**src/hdl/bus_cmd_consts.vh**
```
// Constants of the bus command controller: offsets, field positions, reset values, timing.
// Assumes a 100 MHz pclk and a 32-bit APB register port.
// Contract
// - Top bit low: acknowledge, I/O read, I/O writes, halt
// - Top bit high: memory reads, memory writes, passive
// - Undriven status inputs read high, decode passive
// - Six command strobes and acknowledge active low
// - I/O mode: I/O strobes ignore arbitration enable
// - I/O mode: I/O commands immediate, peripheral enable
// - I/O mode: memory commands still await arbitration
// - System mode: all commands wait enable delay
// - Early writes asserted with read-strobe timing
// - Acknowledge strobe timed like an I/O read
// - Active-high data enable plus direction output
// - I/O mode: shared pin is peripheral data enable
// - System mode: shared pin is cascade enable
// - Address latch strobe pulses every machine cycle
// - Address latch strobe captures status for halt
// - Disqualified commands driven inactive, not floated
// - Low qualifier forces commands and enables inactive
// - Direction high for writes, low for reads
// - Arbitration loss floats arbitrated command drivers
// - Address latch strobe active high
`ifndef BUS_CMD_CONSTS_VH
`define BUS_CMD_CONSTS_VH

`define STATUS_PASSIVE      3'h7
`define STATUS_INTERRUPT_ACKNOWLEDGE_STROBE         3'h0
`define STATUS_IO_READ      3'h1
`define STATUS_IO_WRITE     3'h2
`define STATUS_HALT         3'h3
`define STATUS_CODE_FETCH   3'h4
`define STATUS_MEM_READ     3'h5
`define STATUS_MEM_WRITE    3'h6

`define CMD_MEM_READ        0
`define CMD_MEM_WRITE       1
`define CMD_IO_READ         2
`define CMD_IO_WRITE        3
`define CMD_EARLY_MEM_WRITE 4
`define CMD_EARLY_IO_WRITE  5
`define CMD_INTERRUPT_ACKNOWLEDGE_STROBE            6
`define CMD_WIDTH           7

`define CLK_PERIOD_NS       10
`define ENABLE_DELAY_NS     110
`define ENABLE_DELAY_CYCLES ((`ENABLE_DELAY_NS + `CLK_PERIOD_NS - 1) / `CLK_PERIOD_NS)

`define ADDR_CONTROL        12'h000
`define ADDR_STATUS         12'h004
`define ADDR_CYCLE_COUNT    12'h008

`define CTRL_SOFT_ENABLE    0
`define CTRL_RESET          1'h1

`define STAT_LATCH_LSB      0
`define STAT_MODE           3
`define STAT_GATE_OPEN      4
`define STAT_HALTED         5
`define STAT_CMD_LSB        8

`endif

```
**src/hdl/two_flop_sync.v**
```verilog
// Two-flop synchroniser for a vector of independent level inputs.
// Assumes each bit is a slow level; no bus coherency between bits.
`timescale 1ns/1ps
`default_nettype none
module two_flop_sync #(
  parameter WIDTH     = 1,
  parameter RESET_VAL = 0
) (
  input  wire             pclk,
  input  wire             presetn,
  input  wire [WIDTH-1:0] async_in,
  output wire [WIDTH-1:0] sync_out
);
  reg [WIDTH-1:0] stage1_reg;
  reg [WIDTH-1:0] stage2_reg;

  always @(posedge pclk or negedge presetn) begin
    if (!presetn) begin
      stage1_reg <= RESET_VAL[WIDTH-1:0];
      stage2_reg <= RESET_VAL[WIDTH-1:0];
    end else begin
      stage1_reg <= async_in;
      stage2_reg <= stage1_reg;
    end
  end

  assign sync_out = stage2_reg;
endmodule
`default_nettype wire

```
**src/hdl/cpu_bus_command_controller.v**
```verilog
// Bus command controller: status decode to command strobes, latch strobe, transceiver control.
// Assumes status, arbitration, qualifier and strap arrive asynchronously on pins; APB on pclk.
//
// Local design decisions: the APB register port and the placing of the registers.
`timescale 1ns/1ps
`default_nettype none
`include "bus_cmd_consts.vh"
module cpu_bus_command_controller (
  input  wire        pclk,
  input  wire        presetn,
  input  wire [2:0]  processor_status_inputs,
  input  wire [2:0]  processor_status_driven,
  input  wire        arbitration_enable_n,
  input  wire        command_qualifier,
  input  wire        bus_mode_strap,
  output reg         memory_read_strobe_n,
  output reg         memory_read_strobe_oe,
  output reg         memory_write_strobe_n,
  output reg         memory_write_strobe_oe,
  output reg         early_memory_write_strobe_n,
  output reg         early_memory_write_strobe_oe,
  output reg         io_read_strobe_n,
  output reg         io_read_strobe_oe,
  output reg         io_write_strobe_n,
  output reg         io_write_strobe_oe,
  output reg         early_io_write_strobe_n,
  output reg         early_io_write_strobe_oe,
  output reg         interrupt_acknowledge_strobe_n,
  output reg         interrupt_acknowledge_strobe_oe,
  output reg         address_latch_strobe,
  output reg         transceiver_enable,
  output reg         transfer_direction,
  output reg         cascade_or_peripheral_enable,
  input  wire        psel,
  input  wire        penable,
  input  wire        pwrite,
  input  wire [11:0] paddr,
  input  wire [31:0] pwdata,
  output reg  [31:0] prdata,
  output reg         pready,
  output reg         pslverr
);
  localparam [3:0] ST_IDLE  = 4'h1;
  localparam [3:0] ST_ADDR  = 4'h2;
  localparam [3:0] ST_EARLY = 4'h4;
  localparam [3:0] ST_FULL  = 4'h8;
  // Enable delay rounded up to whole clocks
  localparam integer ARB_CYCLES_INT = `ENABLE_DELAY_CYCLES;
  localparam [3:0]   ARB_CYCLES     = ARB_CYCLES_INT[3:0];

  // Status code to active-high command vector
  function [`CMD_WIDTH-1:0] decode_status;
    input [2:0] code;
    begin
      decode_status = {`CMD_WIDTH{1'b0}};
      case (code)
        `STATUS_INTERRUPT_ACKNOWLEDGE_STROBE:       decode_status[`CMD_INTERRUPT_ACKNOWLEDGE_STROBE] = 1'b1;
        `STATUS_IO_READ:    decode_status[`CMD_IO_READ] = 1'b1;
        `STATUS_IO_WRITE: begin
          decode_status[`CMD_IO_WRITE] = 1'b1;
          decode_status[`CMD_EARLY_IO_WRITE] = 1'b1;
        end
        `STATUS_CODE_FETCH: decode_status[`CMD_MEM_READ] = 1'b1;
        `STATUS_MEM_READ:   decode_status[`CMD_MEM_READ] = 1'b1;
        `STATUS_MEM_WRITE: begin
          decode_status[`CMD_MEM_WRITE] = 1'b1;
          decode_status[`CMD_EARLY_MEM_WRITE] = 1'b1;
        end
        default:            decode_status = {`CMD_WIDTH{1'b0}};
      endcase
    end
  endfunction

  wire [2:0] status_pin;
  wire [2:0] status_sync;
  wire       aen_n_sync;
  wire       qual_sync;
  wire       strap_sync;

  assign status_pin = processor_status_inputs | ~processor_status_driven;

  // Bits synchronise independently; codes must settle
  two_flop_sync #(
    .WIDTH     (6),
    .RESET_VAL (6'h3f)
  ) u_sync (
    .pclk     (pclk),
    .presetn  (presetn),
    .async_in ({status_pin, arbitration_enable_n, command_qualifier, bus_mode_strap}),
    .sync_out ({status_sync, aen_n_sync, qual_sync, strap_sync})
  );

  reg  [3:0]  state_reg;
  reg  [3:0]  state_next;
  reg  [2:0]  status_prev_reg;
  reg  [2:0]  halt_latch_reg;
  reg  [2:0]  halt_latch_next;
  reg  [3:0]  arb_cnt_reg;
  reg  [1:0]  strap_cnt_reg;
  reg         io_mode_reg;
  reg         soft_enable_reg;
  reg  [15:0] cycle_count_reg;

  // New cycle only after a passive gap
  wire cycle_start = (status_prev_reg == `STATUS_PASSIVE) && (status_sync != `STATUS_PASSIVE);
  wire passive_now = (status_sync == `STATUS_PASSIVE);
  wire arb_open    = (arb_cnt_reg == ARB_CYCLES);
  wire cmd_allowed = qual_sync & soft_enable_reg;

  // Strap caught a few cycles after reset release
  always @(posedge pclk or negedge presetn) begin
    if (!presetn) begin
      strap_cnt_reg <= 2'h0;
      io_mode_reg   <= 1'b0;
    end else if (strap_cnt_reg != 2'h3) begin
      strap_cnt_reg <= strap_cnt_reg + 2'h1;
      // Sampled once; later strap changes ignored
      if (strap_cnt_reg == 2'h2) begin
        io_mode_reg <= strap_sync;
      end
    end
  end

  always @(posedge pclk or negedge presetn) begin
    if (!presetn) begin
      arb_cnt_reg <= 4'h0;
    end else if (aen_n_sync) begin
      arb_cnt_reg <= 4'h0;
    end else if (!arb_open) begin
      arb_cnt_reg <= arb_cnt_reg + 4'h1;
    end
  end

  always @* begin
    state_next = state_reg;
    halt_latch_next = halt_latch_reg;
    case (state_reg)
      ST_IDLE: begin
        if (cycle_start) begin
          state_next = ST_ADDR;
          halt_latch_next = status_sync;
        end
      end
      ST_ADDR: begin
        state_next = passive_now ? ST_IDLE : ST_EARLY;
      end
      ST_EARLY: begin
        state_next = passive_now ? ST_IDLE : ST_FULL;
      end
      ST_FULL: begin
        if (passive_now) begin
          state_next = ST_IDLE;
        end
      end
      default: begin
        state_next = ST_IDLE;
      end
    endcase
  end

  always @(posedge pclk or negedge presetn) begin
    if (!presetn) begin
      state_reg       <= ST_IDLE;
      status_prev_reg <= `STATUS_PASSIVE;
      halt_latch_reg  <= `STATUS_PASSIVE;
      cycle_count_reg <= 16'h0000;
    end else begin
      state_reg       <= state_next;
      status_prev_reg <= status_sync;
      halt_latch_reg  <= halt_latch_next;
      if (state_reg == ST_IDLE && cycle_start) begin
        cycle_count_reg <= cycle_count_reg + 16'h0001;
      end
    end
  end

  // Command generation from the next state and latched code
  wire [`CMD_WIDTH-1:0] cyc_cmd = decode_status(halt_latch_next);
  wire                  in_early = (state_next == ST_EARLY) || (state_next == ST_FULL);
  wire                  in_full  = (state_next == ST_FULL);
  wire                  io_cycle = cyc_cmd[`CMD_IO_READ] | cyc_cmd[`CMD_IO_WRITE] | cyc_cmd[`CMD_INTERRUPT_ACKNOWLEDGE_STROBE];
  wire                  mem_cycle = cyc_cmd[`CMD_MEM_READ] | cyc_cmd[`CMD_MEM_WRITE];
  wire                  write_cycle = cyc_cmd[`CMD_MEM_WRITE] | cyc_cmd[`CMD_IO_WRITE];

  // I/O strobes ignore arbitration in I/O mode
  wire io_gate  = io_mode_reg | arb_open;
  wire mem_gate = arb_open;
  // Memory drivers, and I/O drivers in system mode, float once the grant loss is synchronised
  // arbitration loss floats arbitrated drivers
  wire io_oe    = io_mode_reg | ~aen_n_sync;
  wire mem_oe   = ~aen_n_sync;

  reg [`CMD_WIDTH-1:0] cmd_active;
  always @* begin
    cmd_active = {`CMD_WIDTH{1'b0}};
    cmd_active[`CMD_MEM_READ]        = in_early & cyc_cmd[`CMD_MEM_READ] & mem_gate;
    cmd_active[`CMD_EARLY_MEM_WRITE] = in_early & cyc_cmd[`CMD_EARLY_MEM_WRITE] & mem_gate;
    cmd_active[`CMD_MEM_WRITE]       = in_full & cyc_cmd[`CMD_MEM_WRITE] & mem_gate;
    // I/O commands without waiting in I/O mode
    cmd_active[`CMD_IO_READ]         = in_early & cyc_cmd[`CMD_IO_READ] & io_gate;
    cmd_active[`CMD_EARLY_IO_WRITE]  = in_early & cyc_cmd[`CMD_EARLY_IO_WRITE] & io_gate;
    cmd_active[`CMD_IO_WRITE]        = in_full & cyc_cmd[`CMD_IO_WRITE] & io_gate;
    cmd_active[`CMD_INTERRUPT_ACKNOWLEDGE_STROBE]            = in_early & cyc_cmd[`CMD_INTERRUPT_ACKNOWLEDGE_STROBE] & io_gate;
    if (!cmd_allowed) begin
      cmd_active = {`CMD_WIDTH{1'b0}};
    end
  end

  // I/O mode: I/O cycles use the shared pin instead
  wire den_next  = cmd_allowed & in_early & (io_mode_reg ? (mem_cycle & mem_gate) :
                                                          ((mem_cycle & mem_gate) | (io_cycle & io_gate)));
  wire peripheral_data_enable_next = cmd_allowed & in_early & io_cycle;
  // Cascade pulse rides with the latch strobe
  wire mce_next  = cmd_allowed & (state_next == ST_ADDR) & cyc_cmd[`CMD_INTERRUPT_ACKNOWLEDGE_STROBE];

  // Command strobes
  always @(posedge pclk or negedge presetn) begin
    if (!presetn) begin
      memory_read_strobe_n            <= 1'b1;
      memory_write_strobe_n           <= 1'b1;
      early_memory_write_strobe_n     <= 1'b1;
      io_read_strobe_n                <= 1'b1;
      io_write_strobe_n               <= 1'b1;
      early_io_write_strobe_n         <= 1'b1;
      interrupt_acknowledge_strobe_n  <= 1'b1;
    end else begin
      memory_read_strobe_n            <= ~cmd_active[`CMD_MEM_READ];
      memory_write_strobe_n           <= ~cmd_active[`CMD_MEM_WRITE];
      early_memory_write_strobe_n     <= ~cmd_active[`CMD_EARLY_MEM_WRITE];
      io_read_strobe_n                <= ~cmd_active[`CMD_IO_READ];
      io_write_strobe_n               <= ~cmd_active[`CMD_IO_WRITE];
      early_io_write_strobe_n         <= ~cmd_active[`CMD_EARLY_IO_WRITE];
      interrupt_acknowledge_strobe_n  <= ~cmd_active[`CMD_INTERRUPT_ACKNOWLEDGE_STROBE];
    end
  end

  // Driver enables
  always @(posedge pclk or negedge presetn) begin
    if (!presetn) begin
      memory_read_strobe_oe           <= 1'b0;
      memory_write_strobe_oe          <= 1'b0;
      early_memory_write_strobe_oe    <= 1'b0;
      io_read_strobe_oe               <= 1'b0;
      io_write_strobe_oe              <= 1'b0;
      early_io_write_strobe_oe        <= 1'b0;
      interrupt_acknowledge_strobe_oe <= 1'b0;
    end else begin
      memory_read_strobe_oe           <= mem_oe;
      memory_write_strobe_oe          <= mem_oe;
      early_memory_write_strobe_oe    <= mem_oe;
      io_read_strobe_oe               <= io_oe;
      io_write_strobe_oe              <= io_oe;
      early_io_write_strobe_oe        <= io_oe;
      interrupt_acknowledge_strobe_oe <= io_oe;
    end
  end

  // Latch strobe and transceiver controls
  always @(posedge pclk or negedge presetn) begin
    if (!presetn) begin
      address_latch_strobe            <= 1'b0;
      transceiver_enable              <= 1'b0;
      transfer_direction              <= 1'b0;
      cascade_or_peripheral_enable    <= 1'b0;
    end else begin
      // latch strobe every cycle, halt too
      address_latch_strobe            <= (state_next == ST_ADDR);
      transceiver_enable              <= den_next;
      transfer_direction              <= (state_next != ST_IDLE) & write_cycle;
      if (io_mode_reg) begin
        // shared pin as peripheral enable, active low
        cascade_or_peripheral_enable  <= ~peripheral_data_enable_next;
      end else begin
        cascade_or_peripheral_enable  <= mce_next;
      end
    end
  end

  // APB slave, one wait state
  wire apb_access = psel & penable & ~pready;
  // Write lands on the completing edge
  wire apb_done   = psel & penable & pready;
  wire addr_ok    = (paddr == `ADDR_CONTROL) || (paddr == `ADDR_STATUS) || (paddr == `ADDR_CYCLE_COUNT);

  // Register read mux
  reg [31:0] read_word;
  always @* begin
    read_word = 32'h00000000;
    case (paddr)
      `ADDR_CONTROL: begin
        read_word[`CTRL_SOFT_ENABLE] = soft_enable_reg;
      end
      `ADDR_STATUS: begin
        read_word[`STAT_LATCH_LSB+2:`STAT_LATCH_LSB] = halt_latch_reg;
        read_word[`STAT_MODE]      = io_mode_reg;
        read_word[`STAT_GATE_OPEN] = arb_open;
        read_word[`STAT_HALTED]    = (halt_latch_reg == `STATUS_HALT);
        read_word[`STAT_CMD_LSB+`CMD_WIDTH-1:`STAT_CMD_LSB] = ~{interrupt_acknowledge_strobe_n,
          early_io_write_strobe_n, early_memory_write_strobe_n, io_write_strobe_n,
          io_read_strobe_n, memory_write_strobe_n, memory_read_strobe_n};
      end
      `ADDR_CYCLE_COUNT: begin
        read_word[15:0] = cycle_count_reg;
      end
      default: begin
        read_word = 32'h00000000;
      end
    endcase
  end

  always @(posedge pclk or negedge presetn) begin
    if (!presetn) begin
      pready          <= 1'b0;
      pslverr         <= 1'b0;
      prdata          <= 32'h00000000;
      soft_enable_reg <= `CTRL_RESET;
    end else begin
      pready  <= apb_access;
      pslverr <= apb_access & ~addr_ok;
      prdata  <= (apb_access & ~pwrite) ? read_word : 32'h00000000;
      if (apb_done && pwrite && paddr == `ADDR_CONTROL) begin
        soft_enable_reg <= pwdata[`CTRL_SOFT_ENABLE];
      end
    end
  end
endmodule
`default_nettype wire

```
**config.mk**
```make
export PLATFORM = sky130hd
export DESIGN_NAME = cpu_bus_command_controller
export DESIGN_NICKNAME = d
export VERILOG_FILES = /design/src/hdl/two_flop_sync.v /design/src/hdl/cpu_bus_command_controller.v
export VERILOG_INCLUDE_DIRS = /design/src /design/src/hdl
export SDC_FILE = /design/constraint.sdc
export NUM_CORES = 1
export LEC_CHECK = 0
export BUFFER_PORTS_ARGS = -buffer_cell sky130_fd_sc_hd__buf_2
export CORE_MARGIN = 2
export CORE_UTILIZATION = 40
export CTS_BUF_LIST = sky130_fd_sc_hd__clkbuf_8
export DETAILED_ROUTE_END_ITERATION = 16
export HOLD_SLACK_MARGIN = 0.08
export PLACE_DENSITY = 0.66
export SLEW_MARGIN = 0
export SYNTH_ARGS = -nofsm -noshare
export SYNTH_HDL_FRONTEND = slang
export SYNTH_SLANG_ARGS = --single-unit
export TNS_END_PERCENT = 100
```
**constraint.sdc**
```tcl
create_clock -name pclk -period 3.8 [get_ports pclk]
set_input_delay 0.38 -clock pclk [delete_from_list [all_inputs] [get_ports pclk]]
set_output_delay 0.38 -clock pclk [all_outputs]
set_load 0.05 [all_outputs]
```
* Word level (Yosys, flattened, before mapping)
Cells that the tools add are included.
** Storage, ports and cells
- Register bits after elaboration :: 77
- Input port bits :: 58
** Cells by class
- Add/sub/neg operators :: 3
- Eq/ne operators :: 23
- Mux-type cells :: 23
- Bitwise gates (word level) :: 50
- Reductions and logical operators :: 11
** Operator list (number)
- AND 1 bit :: 28
- two-way mux 4 bit :: 5
- adder 16 x 1 -> 16 bit, second input constant :: 1
- two-way mux 16 bit :: 1
- case mux 4 bit (4 select lines) :: 1
- equality test 3 bit, second input constant :: 5
- case mux 7 bit (2 select lines) :: 1
- equality test 12 x 3 -> 1 bit, second input constant :: 1
- equality test 12 x 4 -> 1 bit, second input constant :: 1
- equality test 4 bit, second input constant :: 3
- zero test 12 bit :: 1
- inverter 1 bit :: 12
- case mux 5 bit (2 select lines) :: 1
- two-way mux 3 bit :: 3
- equality test 4 x 2 -> 1 bit, second input constant :: 2
- equality test 4 x 3 -> 1 bit, second input constant :: 2
- two-way mux 1 bit :: 8
- two-way mux 7 bit :: 1
- inverter 7 bit :: 1
- bitwise OR 1 bit :: 7
- equality test 3 x 2 -> 1 bit, second input constant :: 2
- adder 4 x 1 -> 4 bit, second input constant :: 1
- equality test 4 x 1 -> 1 bit, second input constant :: 1
- logical AND 1 bit :: 4
- other kinds (15) :: 17

* Depth between registers and ports, before layout
Gate-level depths: netlist of run 1.
- Word-level depth :: 12
- Depth in mapped cells :: 6

* Cells and area by module
A second synthesis of run 1 with hierarchy kept.
** Second synthesis, totals
- Cell total of the unflattened synthesis :: 272
- Area, all modules :: 3308.2 um^2
** Modules (own cells, without submodules)
- cpu_bus_command_controller :: times used 1, cells an instance 260, area an instance 2992.9 um^2, sequential area each 1645.3 um^2
- two_flop_sync :: times used 1, cells an instance 12, area an instance 315.3 um^2, sequential area each 315.3 um^2

* Least setup slack after synthesis of run 1
No wires, ideal clock.
- Path kind :: in2reg
- From :: input port paddr[9]
- To :: register soft_enable_reg
- Library setup time :: 0.085 ns
- Arrival :: 1.881 ns
- Data required time :: 3.715 ns
- Setup slack :: 1.835 ns
- Stages on the path :: 4
- Cell sequence :: or4_4 or3_4 nor4_2 mux2_1
** On the way
- Word-level cells in the longest chain between the ends :: 2
** RTL lines
- from (decl) :: RTL line cpu_bus_command_controller.v:37 : input wire [11:0] paddr,
- zero test 12 bit
- logical AND 1 bit (no source line)
- to (signal assigned) :: RTL line cpu_bus_command_controller.v:316 : soft_enable_reg <= `CTRL_RESET;
- to (signal assigned) :: RTL line cpu_bus_command_controller.v:322 : soft_enable_reg <= pwdata[`CTRL_SOFT_ENABLE];
- to (decl) :: RTL line cpu_bus_command_controller.v:101 : reg soft_enable_reg;
No other way between the ends.
A chain may end at the register's enable or synchronous reset.

* Worst setup path in the final report of run 1
- From :: register status_prev_reg[2]
- To :: register transceiver_enable
** On the way
- Word-level cells in the longest chain between the ends :: 12
- Elaborated cells between the ends (all ways) :: 30
- Classes of those cells :: 8 x eq/ne; 10 x mux; 8 x bitwise; 4 x reduce/logical
** RTL lines
- from (decl) :: RTL line cpu_bus_command_controller.v:95 : reg [2:0] status_prev_reg;
- from (signal assigned) :: RTL line cpu_bus_command_controller.v:164 : status_prev_reg <= `STATUS_PASSIVE;
- from (signal assigned) :: RTL line cpu_bus_command_controller.v:169 : status_prev_reg <= status_sync;
- equality test 3 bit (no source line) (*)
- logical AND 1 bit (*) :: RTL line cpu_bus_command_controller.v:105 : wire cycle_start = (status_prev_reg == `STATUS_PASSIVE) && (status_sync != `STATUS_PASSIVE);
- two-way mux 3 bit (*) :: RTL line cpu_bus_command_controller.v:139 : if (cycle_start) begin
- two-way mux 3 bit (*) :: RTL line cpu_bus_command_controller.v:137 : case (state_reg)
- named net halt_latch_next[2] :: RTL line cpu_bus_command_controller.v:97 : reg [2:0] halt_latch_next;
- equality test 3 bit (tied with other cells) :: RTL line cpu_bus_command_controller.v:56 : case (code)
- OR reduction 2 bit (no source line) or two-way mux 1 bit (tied branches)
- two-way mux 1 bit or bitwise OR 1 bit (tied branches) :: RTL line cpu_bus_command_controller.v:56, cpu_bus_command_controller.v:181
- bitwise OR 1 bit, on equally long branches :: RTL line cpu_bus_command_controller.v:182, cpu_bus_command_controller.v:181
- AND 1 bit, on equally long branches :: RTL line cpu_bus_command_controller.v:210, cpu_bus_command_controller.v:211
- bitwise OR 1 bit :: RTL line cpu_bus_command_controller.v:211 : ((mem_cycle & mem_gate) | (io_cycle & io_gate)));
- two-way mux 1 bit (*) :: RTL line cpu_bus_command_controller.v:210 : wire den_next = cmd_allowed & in_early & (io_mode_reg ? (mem_cycle & mem_gate) :
- AND 1 bit (*) :: RTL line cpu_bus_command_controller.v:210
- named net den_next :: RTL line cpu_bus_command_controller.v:210
- to (signal assigned) :: RTL line cpu_bus_command_controller.v:268 : transceiver_enable <= den_next;
- to (decl) :: RTL line cpu_bus_command_controller.v:31 : output reg transceiver_enable,
Mark *: on every way through the listed nets, which the timed path passes. The rest lies on a longest branch.

==> results.yml, run 1 <==
clock_tree:
  post_cts_resize_count: 0
  clk_transition_reported_paths_ps: 70
  cts_setup_buffers: 0
  cts-buffers-inserted: 9
  clockRootBuffer: "clkbuf_8"
  cts_tree: "yes"
  clock_tree.htree_level_count: 3
  cts_hold_repair.buffers: 0
  sink_count_of_the_clock_tree: 77
  worst_skew_pair.late_latency_ps: 350
  clock_path_buffers: 2
route:
  avgRoutedWirePerCell_um: 13.4
  num_vias: 2126
  totalWireLength_um: 6010
  ant_nets: 0
  vias_per_cell: 4.73
  drt_first_pass_iters: 4
  post-route-drc-count: 0
  drt-initial-drc-count: 93
place:
  routabilityCongestion: 0.834
  io_buffer_count: 62
  pre_cts_slack_ps: 1360
  dp_hpwl_um: 4280
timing:
  final_min_period_over_clock_period_pct: 61.3
  max-slew-margin-rel_pct: 33.4
  slew_viol_final: 0
  rsz0062_at_grt: "no"
  setup_tns_ps: 0
  max_freq_mhz: 430
  period_needed_ps: 2330
  worst_slew_pin_slew_ps: 991
  finClkSkew_ps: 8.69
  final.setup.worst_slack_ps: 1470
  setup_viol: 0
  final_hold_viol_count: 0
synth:
  unique_masters_post_synth: 47
  yosysTopAreaCell: "dfrtp_1"
  ys.warnings.count: 0
  post_synth.cell_area_avg_um2: 12.0
  synth.ff_latch_count: 77
  synth_top_area_share_pct: 37.7
  ys_async_sr_fraction_pct: 100
  synth.top_cells.by_area: "dfrtp_1 (38%), dfstp_2 (21%), buf_4 (5.2%)"
  synth_sequential_area_ratio_pct: 59.1
  synth_edf_count: 0
  dominantRegCellSynth: "dfrtp_1"
  synthCells: 277
  synth.cell_area_mm2: 0.00332
critical_path:
  critPathRequiredTime_ps: 4040
  path_buf_inv: 1
  critPathMaxFanout: 11
  worstPathArrival_ps: 2570
  crit_path_top_delay_cell: "mux2i_1"
  critical_path.endpoint_type: "flop"
  cell_class_contributing_the_biggest_share_of_worst_path_delay: "simple AND/OR/NAND/NOR gates"
  worst-setup-path-type: "reg -> reg"
  max_stage_delay_ps: 540
  timing.critical_path.from_type: "flop"
  ordered_list_of_cells_on_the_worst_path: "nor3b_1 > nand3_1 > mux2i_1 > inv_2 > o221a_1"
power:
  power.ir.vdd_worst_v: 0.000152
  pwr-share-clk_pct: 30.4
  p_switching_mw: 0.510
  power.leakage_nw: 1.78
  power_density_over_cell_area_mw_per_mm2: 447
  power.share.switching_pct: 30.1
  seq_power_share_pct: 55.5
  cell_internal_pwr_mw: 1.18
  p_comb_share_pct: 14.1
final_layout:
  layout.cells.most_common: "buf_2"
  fin_nets: 401
  mostFrequentLayoutCells: "buf_2 (61), dfrtp_1 (50), dfstp_2 (27)"
  syn_to_final_growth_pct: 14.4
  antenna_cells_inserted: 0
  fraction_of_final_layout_cells_sized_beyond_drive_strength_1_pct: 36.9
  n_fill_cell: 745
grt:
  maximum_number_of_pins_on_one_net_before_global_route_repair: 78
  grt_pass1_vias: 2096
  wire_length_of_the_first_global_routing_pass_um: 9980
  remaining_global_route_overflow: 0
  antenna_violations_before_repair: 0
  grt_util_all_layers_pct: 14.7
run_status:
  run_status: "finished clean"
die:
  die_outline_width_um: 95.1
  die-height_um: 95.1
  coreArea_mm2: 0.00813
  placementRows: 33
  floorplan.die_area_mm2: 0.00904
  initial_core_util_pct: 40.8
  pin_count: 110
worst_hold_path:
  hp-class: "in -> reg"
flow_run:
  number_of_maximum_capacitance_violations: 0
==> layout make-up <==
type                            count  area, µm²  share of cell area [%]
Clock buffer                        9        124                    3.26
Tap cell                          105        131                    3.46
Sequential cell                    77       1960                    51.7
Multi-Input combinational cell    175       1180                    31.0
Clock inverter                      7       36.3                   0.956
Timing Repair Buffer               62        313                    8.24
Inverter                           14       52.6                    1.38
==> layer usage <==
metal  vias to the layer above  GRT usage (%)  share of wire, %
met5                         -              0                 0
met4                         0           6.52               1.8
met3                        10           4.82               5.8
met2                        61           22.7                48
met1                      1021           18.9                44
li1                       1034              -                 -
==> worst reg2reg max path: stages, from the launching register on <==
cell and delay, ps:
dfstp_2 520, nor3b_1 320, nand3_1 470, mux2i_1 540, inv_2 120, o221a_1 260
==> per-stage QoR <==
stage / std cells / hold slack [ps] / utilization (%) / cell area (µm²) / total power [mW]
2_1_floorplan: 292 / 84.4 / - / 3370 / 1.13
3_3_place_gp: 433 / 346 / 44.7 / 3630 / 1.19
3_5_place_dp: 433 / 347 / 44.7 / 3630 / 1.20
4_1_cts: 449 / 98.8 / 46.7 / 3790 / 1.72
5_1_grt: 449 / 98.8 / 46.7 / 3790 / 1.79
6_report: 449 / 119 / 46.7 / 3790 / 1.70
==> synthesized netlist by cell type, types with 6 or more instances <==
| cell | number |
|---|---|
| dfstp_2 | 27 |
| nor2_2 | 7 |
| buf_4 | 23 |
| nand4_1 | 6 |
| inv_1 | 13 |
| xor2_1 | 10 |
| nand3_1 | 9 |
| nor3_1 | 12 |
| nand2b_1 | 7 |
| nand2_1 | 18 |
| dfrtp_1 | 50 |
| a2bb2oi_2 | 7 |
| nor2_1 | 16 |
| mux2i_1 | 6 |
| xnor2_1 | 9 |
==> power by group through the flow <==
stage	Sequential, mW	Clock [mW]	Combinational [mW]
after floorplan	0.959	0	0.174
after global placement	0.952	0	0.237
after detailed placement	0.954	0	0.241
after CTS	0.940	0.538	0.242
after global routing	0.950	0.577	0.268
final	0.941	0.515	0.239
==> kinds of logic after synthesis <==
group                      Yosys count  synth area share (%)
muxes                                7                  2.15
and+or+nand+nor                    101                  17.5
other                                1                 0.113
AOI/OAI and AO/OA                   28                  7.47
adders and majority gates            4                  1.51
xor gates and xnor gates            19                  5.02
buffers and inverters               40                  7.13
DFF                                 77                  59.1
==> final timing paths <==
| path | startpoint | endpoint | slack [ps] | cells past startpoint |
|---|---|---|---|---|
| min in group asynchronous | presetn | prdata[12] | 150 | 1 |
| max in group asynchronous | presetn | prdata[0] | 3020 | 1 |
| worst max register to register | status_prev_reg[2] | transceiver_enable | 1470 | 5 |
| worst min-delay path | bus_mode_strap | u_sync.stage1_reg[0] | 120 | 1 |
| worst max-delay path | status_prev_reg[2] | transceiver_enable | 1470 | 5 |
| worst min register to register | u_sync.stage1_reg[4] | u_sync.sync_out[4] | 360 | 0 |
Note: power is estimated with default switching activity, not from simulation.
==> run 2: changes to the inputs <==
==> constraint.sdc (replaced) <==
create_clock -name pclk -period 2.38 [get_ports pclk]
set_input_delay 0.238 -clock pclk [delete_from_list [all_inputs] [get_ports pclk]]
set_output_delay 0.238 -clock pclk [all_outputs]
set_load 0.05 [all_outputs]
==> results.yml, run 2 (same netlist as run 1, synthesis figures left out) <==
worst_hold_path:
  hp-class: "in -> reg"
  holdPathEnd: "soft_enable_reg"
  count_of_cells_along_the_worst_hold_path: 2
  worstHoldStart: "pwdata[0]"
clock_tree:
  cts_tree: "yes"
  clock_path_buffers: 2
  clockRootBuffer: "clkbuf_8"
  cts_hold_repair.buffers: 10
  sink_count_of_the_clock_tree: 77
  worst_skew_pair.late_latency_ps: 360
  cts_setup_buffers: 0
  post_cts_resize_count: 0
  clk_transition_reported_paths_ps: 80
  clock_tree.htree_level_count: 3
  cts-buffers-inserted: 9
final_layout:
  area.sequential_mm2: 0.00196
  n_fill_cell: 749
  fraction_of_final_layout_cells_sized_beyond_drive_strength_1_pct: 37.2
  fin_nets: 415
  antenna_cells_inserted: 0
  final_core_utilization_pct: 48.5
  multi_input_comb_area_mm2: 0.00118
  syn_to_final_growth_pct: 18.9
  mostFrequentLayoutCells: "buf_2 (61), dfrtp_1 (50), dfstp_2 (27)"
  layout.cells.most_common: "buf_2"
place:
  io_buffer_count: 62
  dp_hpwl_um: 4350
  routabilityCongestion: 0.841
  pre_cts_slack_ps: 332
timing:
  setup_viol: 0
  setup_tns_ps: 0
  final_hold_viol_count: 0
  hold_slack_ps: 106
  max-slew-margin-rel_pct: 36.1
  rsz0062_at_grt: "no"
  period_needed_ps: 1920
  max_freq_mhz: 520
  finClkSkew_ps: 15.5
  final.setup.worst_slack_ps: 458
  slew_viol_final: 0
  final_min_period_over_clock_period_pct: 80.8
  worst_slew_pin_slew_ps: 959
critical_path:
  worstPathArrival_ps: 2160
  reg2reg_from: "status_prev_reg[2]"
  worst_r2r_endpoint: "transceiver_enable"
  critPathRequiredTime_ps: 2620
  ff2ff_path_depth: 5
  critPathLaunch: "status_prev_reg[2]"
  worst-setup-path-type: "reg -> reg"
  r2r_slack_ps: 460
  critical_path.endpoint_type: "flop"
  critPathMaxFanout: 5
  timing.critical_path.from_type: "flop"
grt:
  antenna_violations_before_repair: 0
  remaining_global_route_overflow: 0
  maximum_number_of_pins_on_one_net_before_global_route_repair: 78
  grt_util_all_layers_pct: 15.3
  wire_length_of_the_first_global_routing_pass_um: 10500
  grt_pass1_vias: 2160
die:
  placementRows: 33
  floorplan.die_area_mm2: 0.00904
  die_outline_width_um: 95.1
  die-height_um: 95.1
  initial_core_util_pct: 40.8
  pin_count: 110
  coreArea_mm2: 0.00813
route:
  totalWireLength_um: 6230
  drt_first_pass_iters: 4
  vias_per_cell: 4.72
  num_vias: 2185
  drt-initial-drc-count: 59
  avgRoutedWirePerCell_um: 13.5
  ant_nets: 0
  post-route-drc-count: 0
power:
  power.ir.vdd_worst_v: 0.000354
  power.leakage_nw: 1.83
  power_density_over_cell_area_mw_per_mm2: 715
flow_run:
  number_of_maximum_capacitance_violations: 0
run_status:
  run_status: "finished clean"
## run 2: metrics by stage
| stage | area, µm² | instances | total power, mW |
|---|---|---|---|
| after floorplan | 3370 | 292 | 1.81 |
| after global placement | 3660 | 437 | 1.90 |
| after detailed placement | 3660 | 437 | 1.92 |
| after CTS | 3950 | 463 | 2.85 |
| after global routing | 3950 | 463 | 2.97 |
| final | 3950 | 463 | 2.82 |
## run 2: layout make-up
class,count,share of cell area [%]
clock buffer,9,3.14
clock inverter,7,1.43
inverter,14,1.33
multi-input combinational,175,29.8
sequential,77,49.7
tap,105,3.33
timing repair buffer,76,11.2
## run 2: worst max-delay path by stage
stage,end,cells past startpoint
after global placement,prdata[9],5
after floorplan,soft_enable_reg,4
after global routing,transceiver_enable,5
after CTS,transceiver_enable,5
final,transceiver_enable,5
after detailed placement,prdata[11],5
## run 2: worst max-delay path, cell delays in order, from the launching register on
cell and delay, ps:
dfstp_2 520, nor3b_1 350, nand3_1 170, mux2i_1 410
inv_2 120, o221a_1 260
## run 2: routing by layer
layer	vias up	share of wire, %	track usage (%)
met3	11	4.8	3.24
met5	-	0	0
met1	1039	47	21.7
met2	63	46	22.0
li1	1072	-	-
met4	0	1.9	8.09
## run 2: where the power goes
| part | internal (mW) | switching (mW) | total [mW] |
|---|---|---|---|
| Sequential | 1.42 | 0.0847 | 1.50 |
| Combinational | 0.124 | 0.278 | 0.402 |
| Clock | 0.391 | 0.525 | 0.916 |
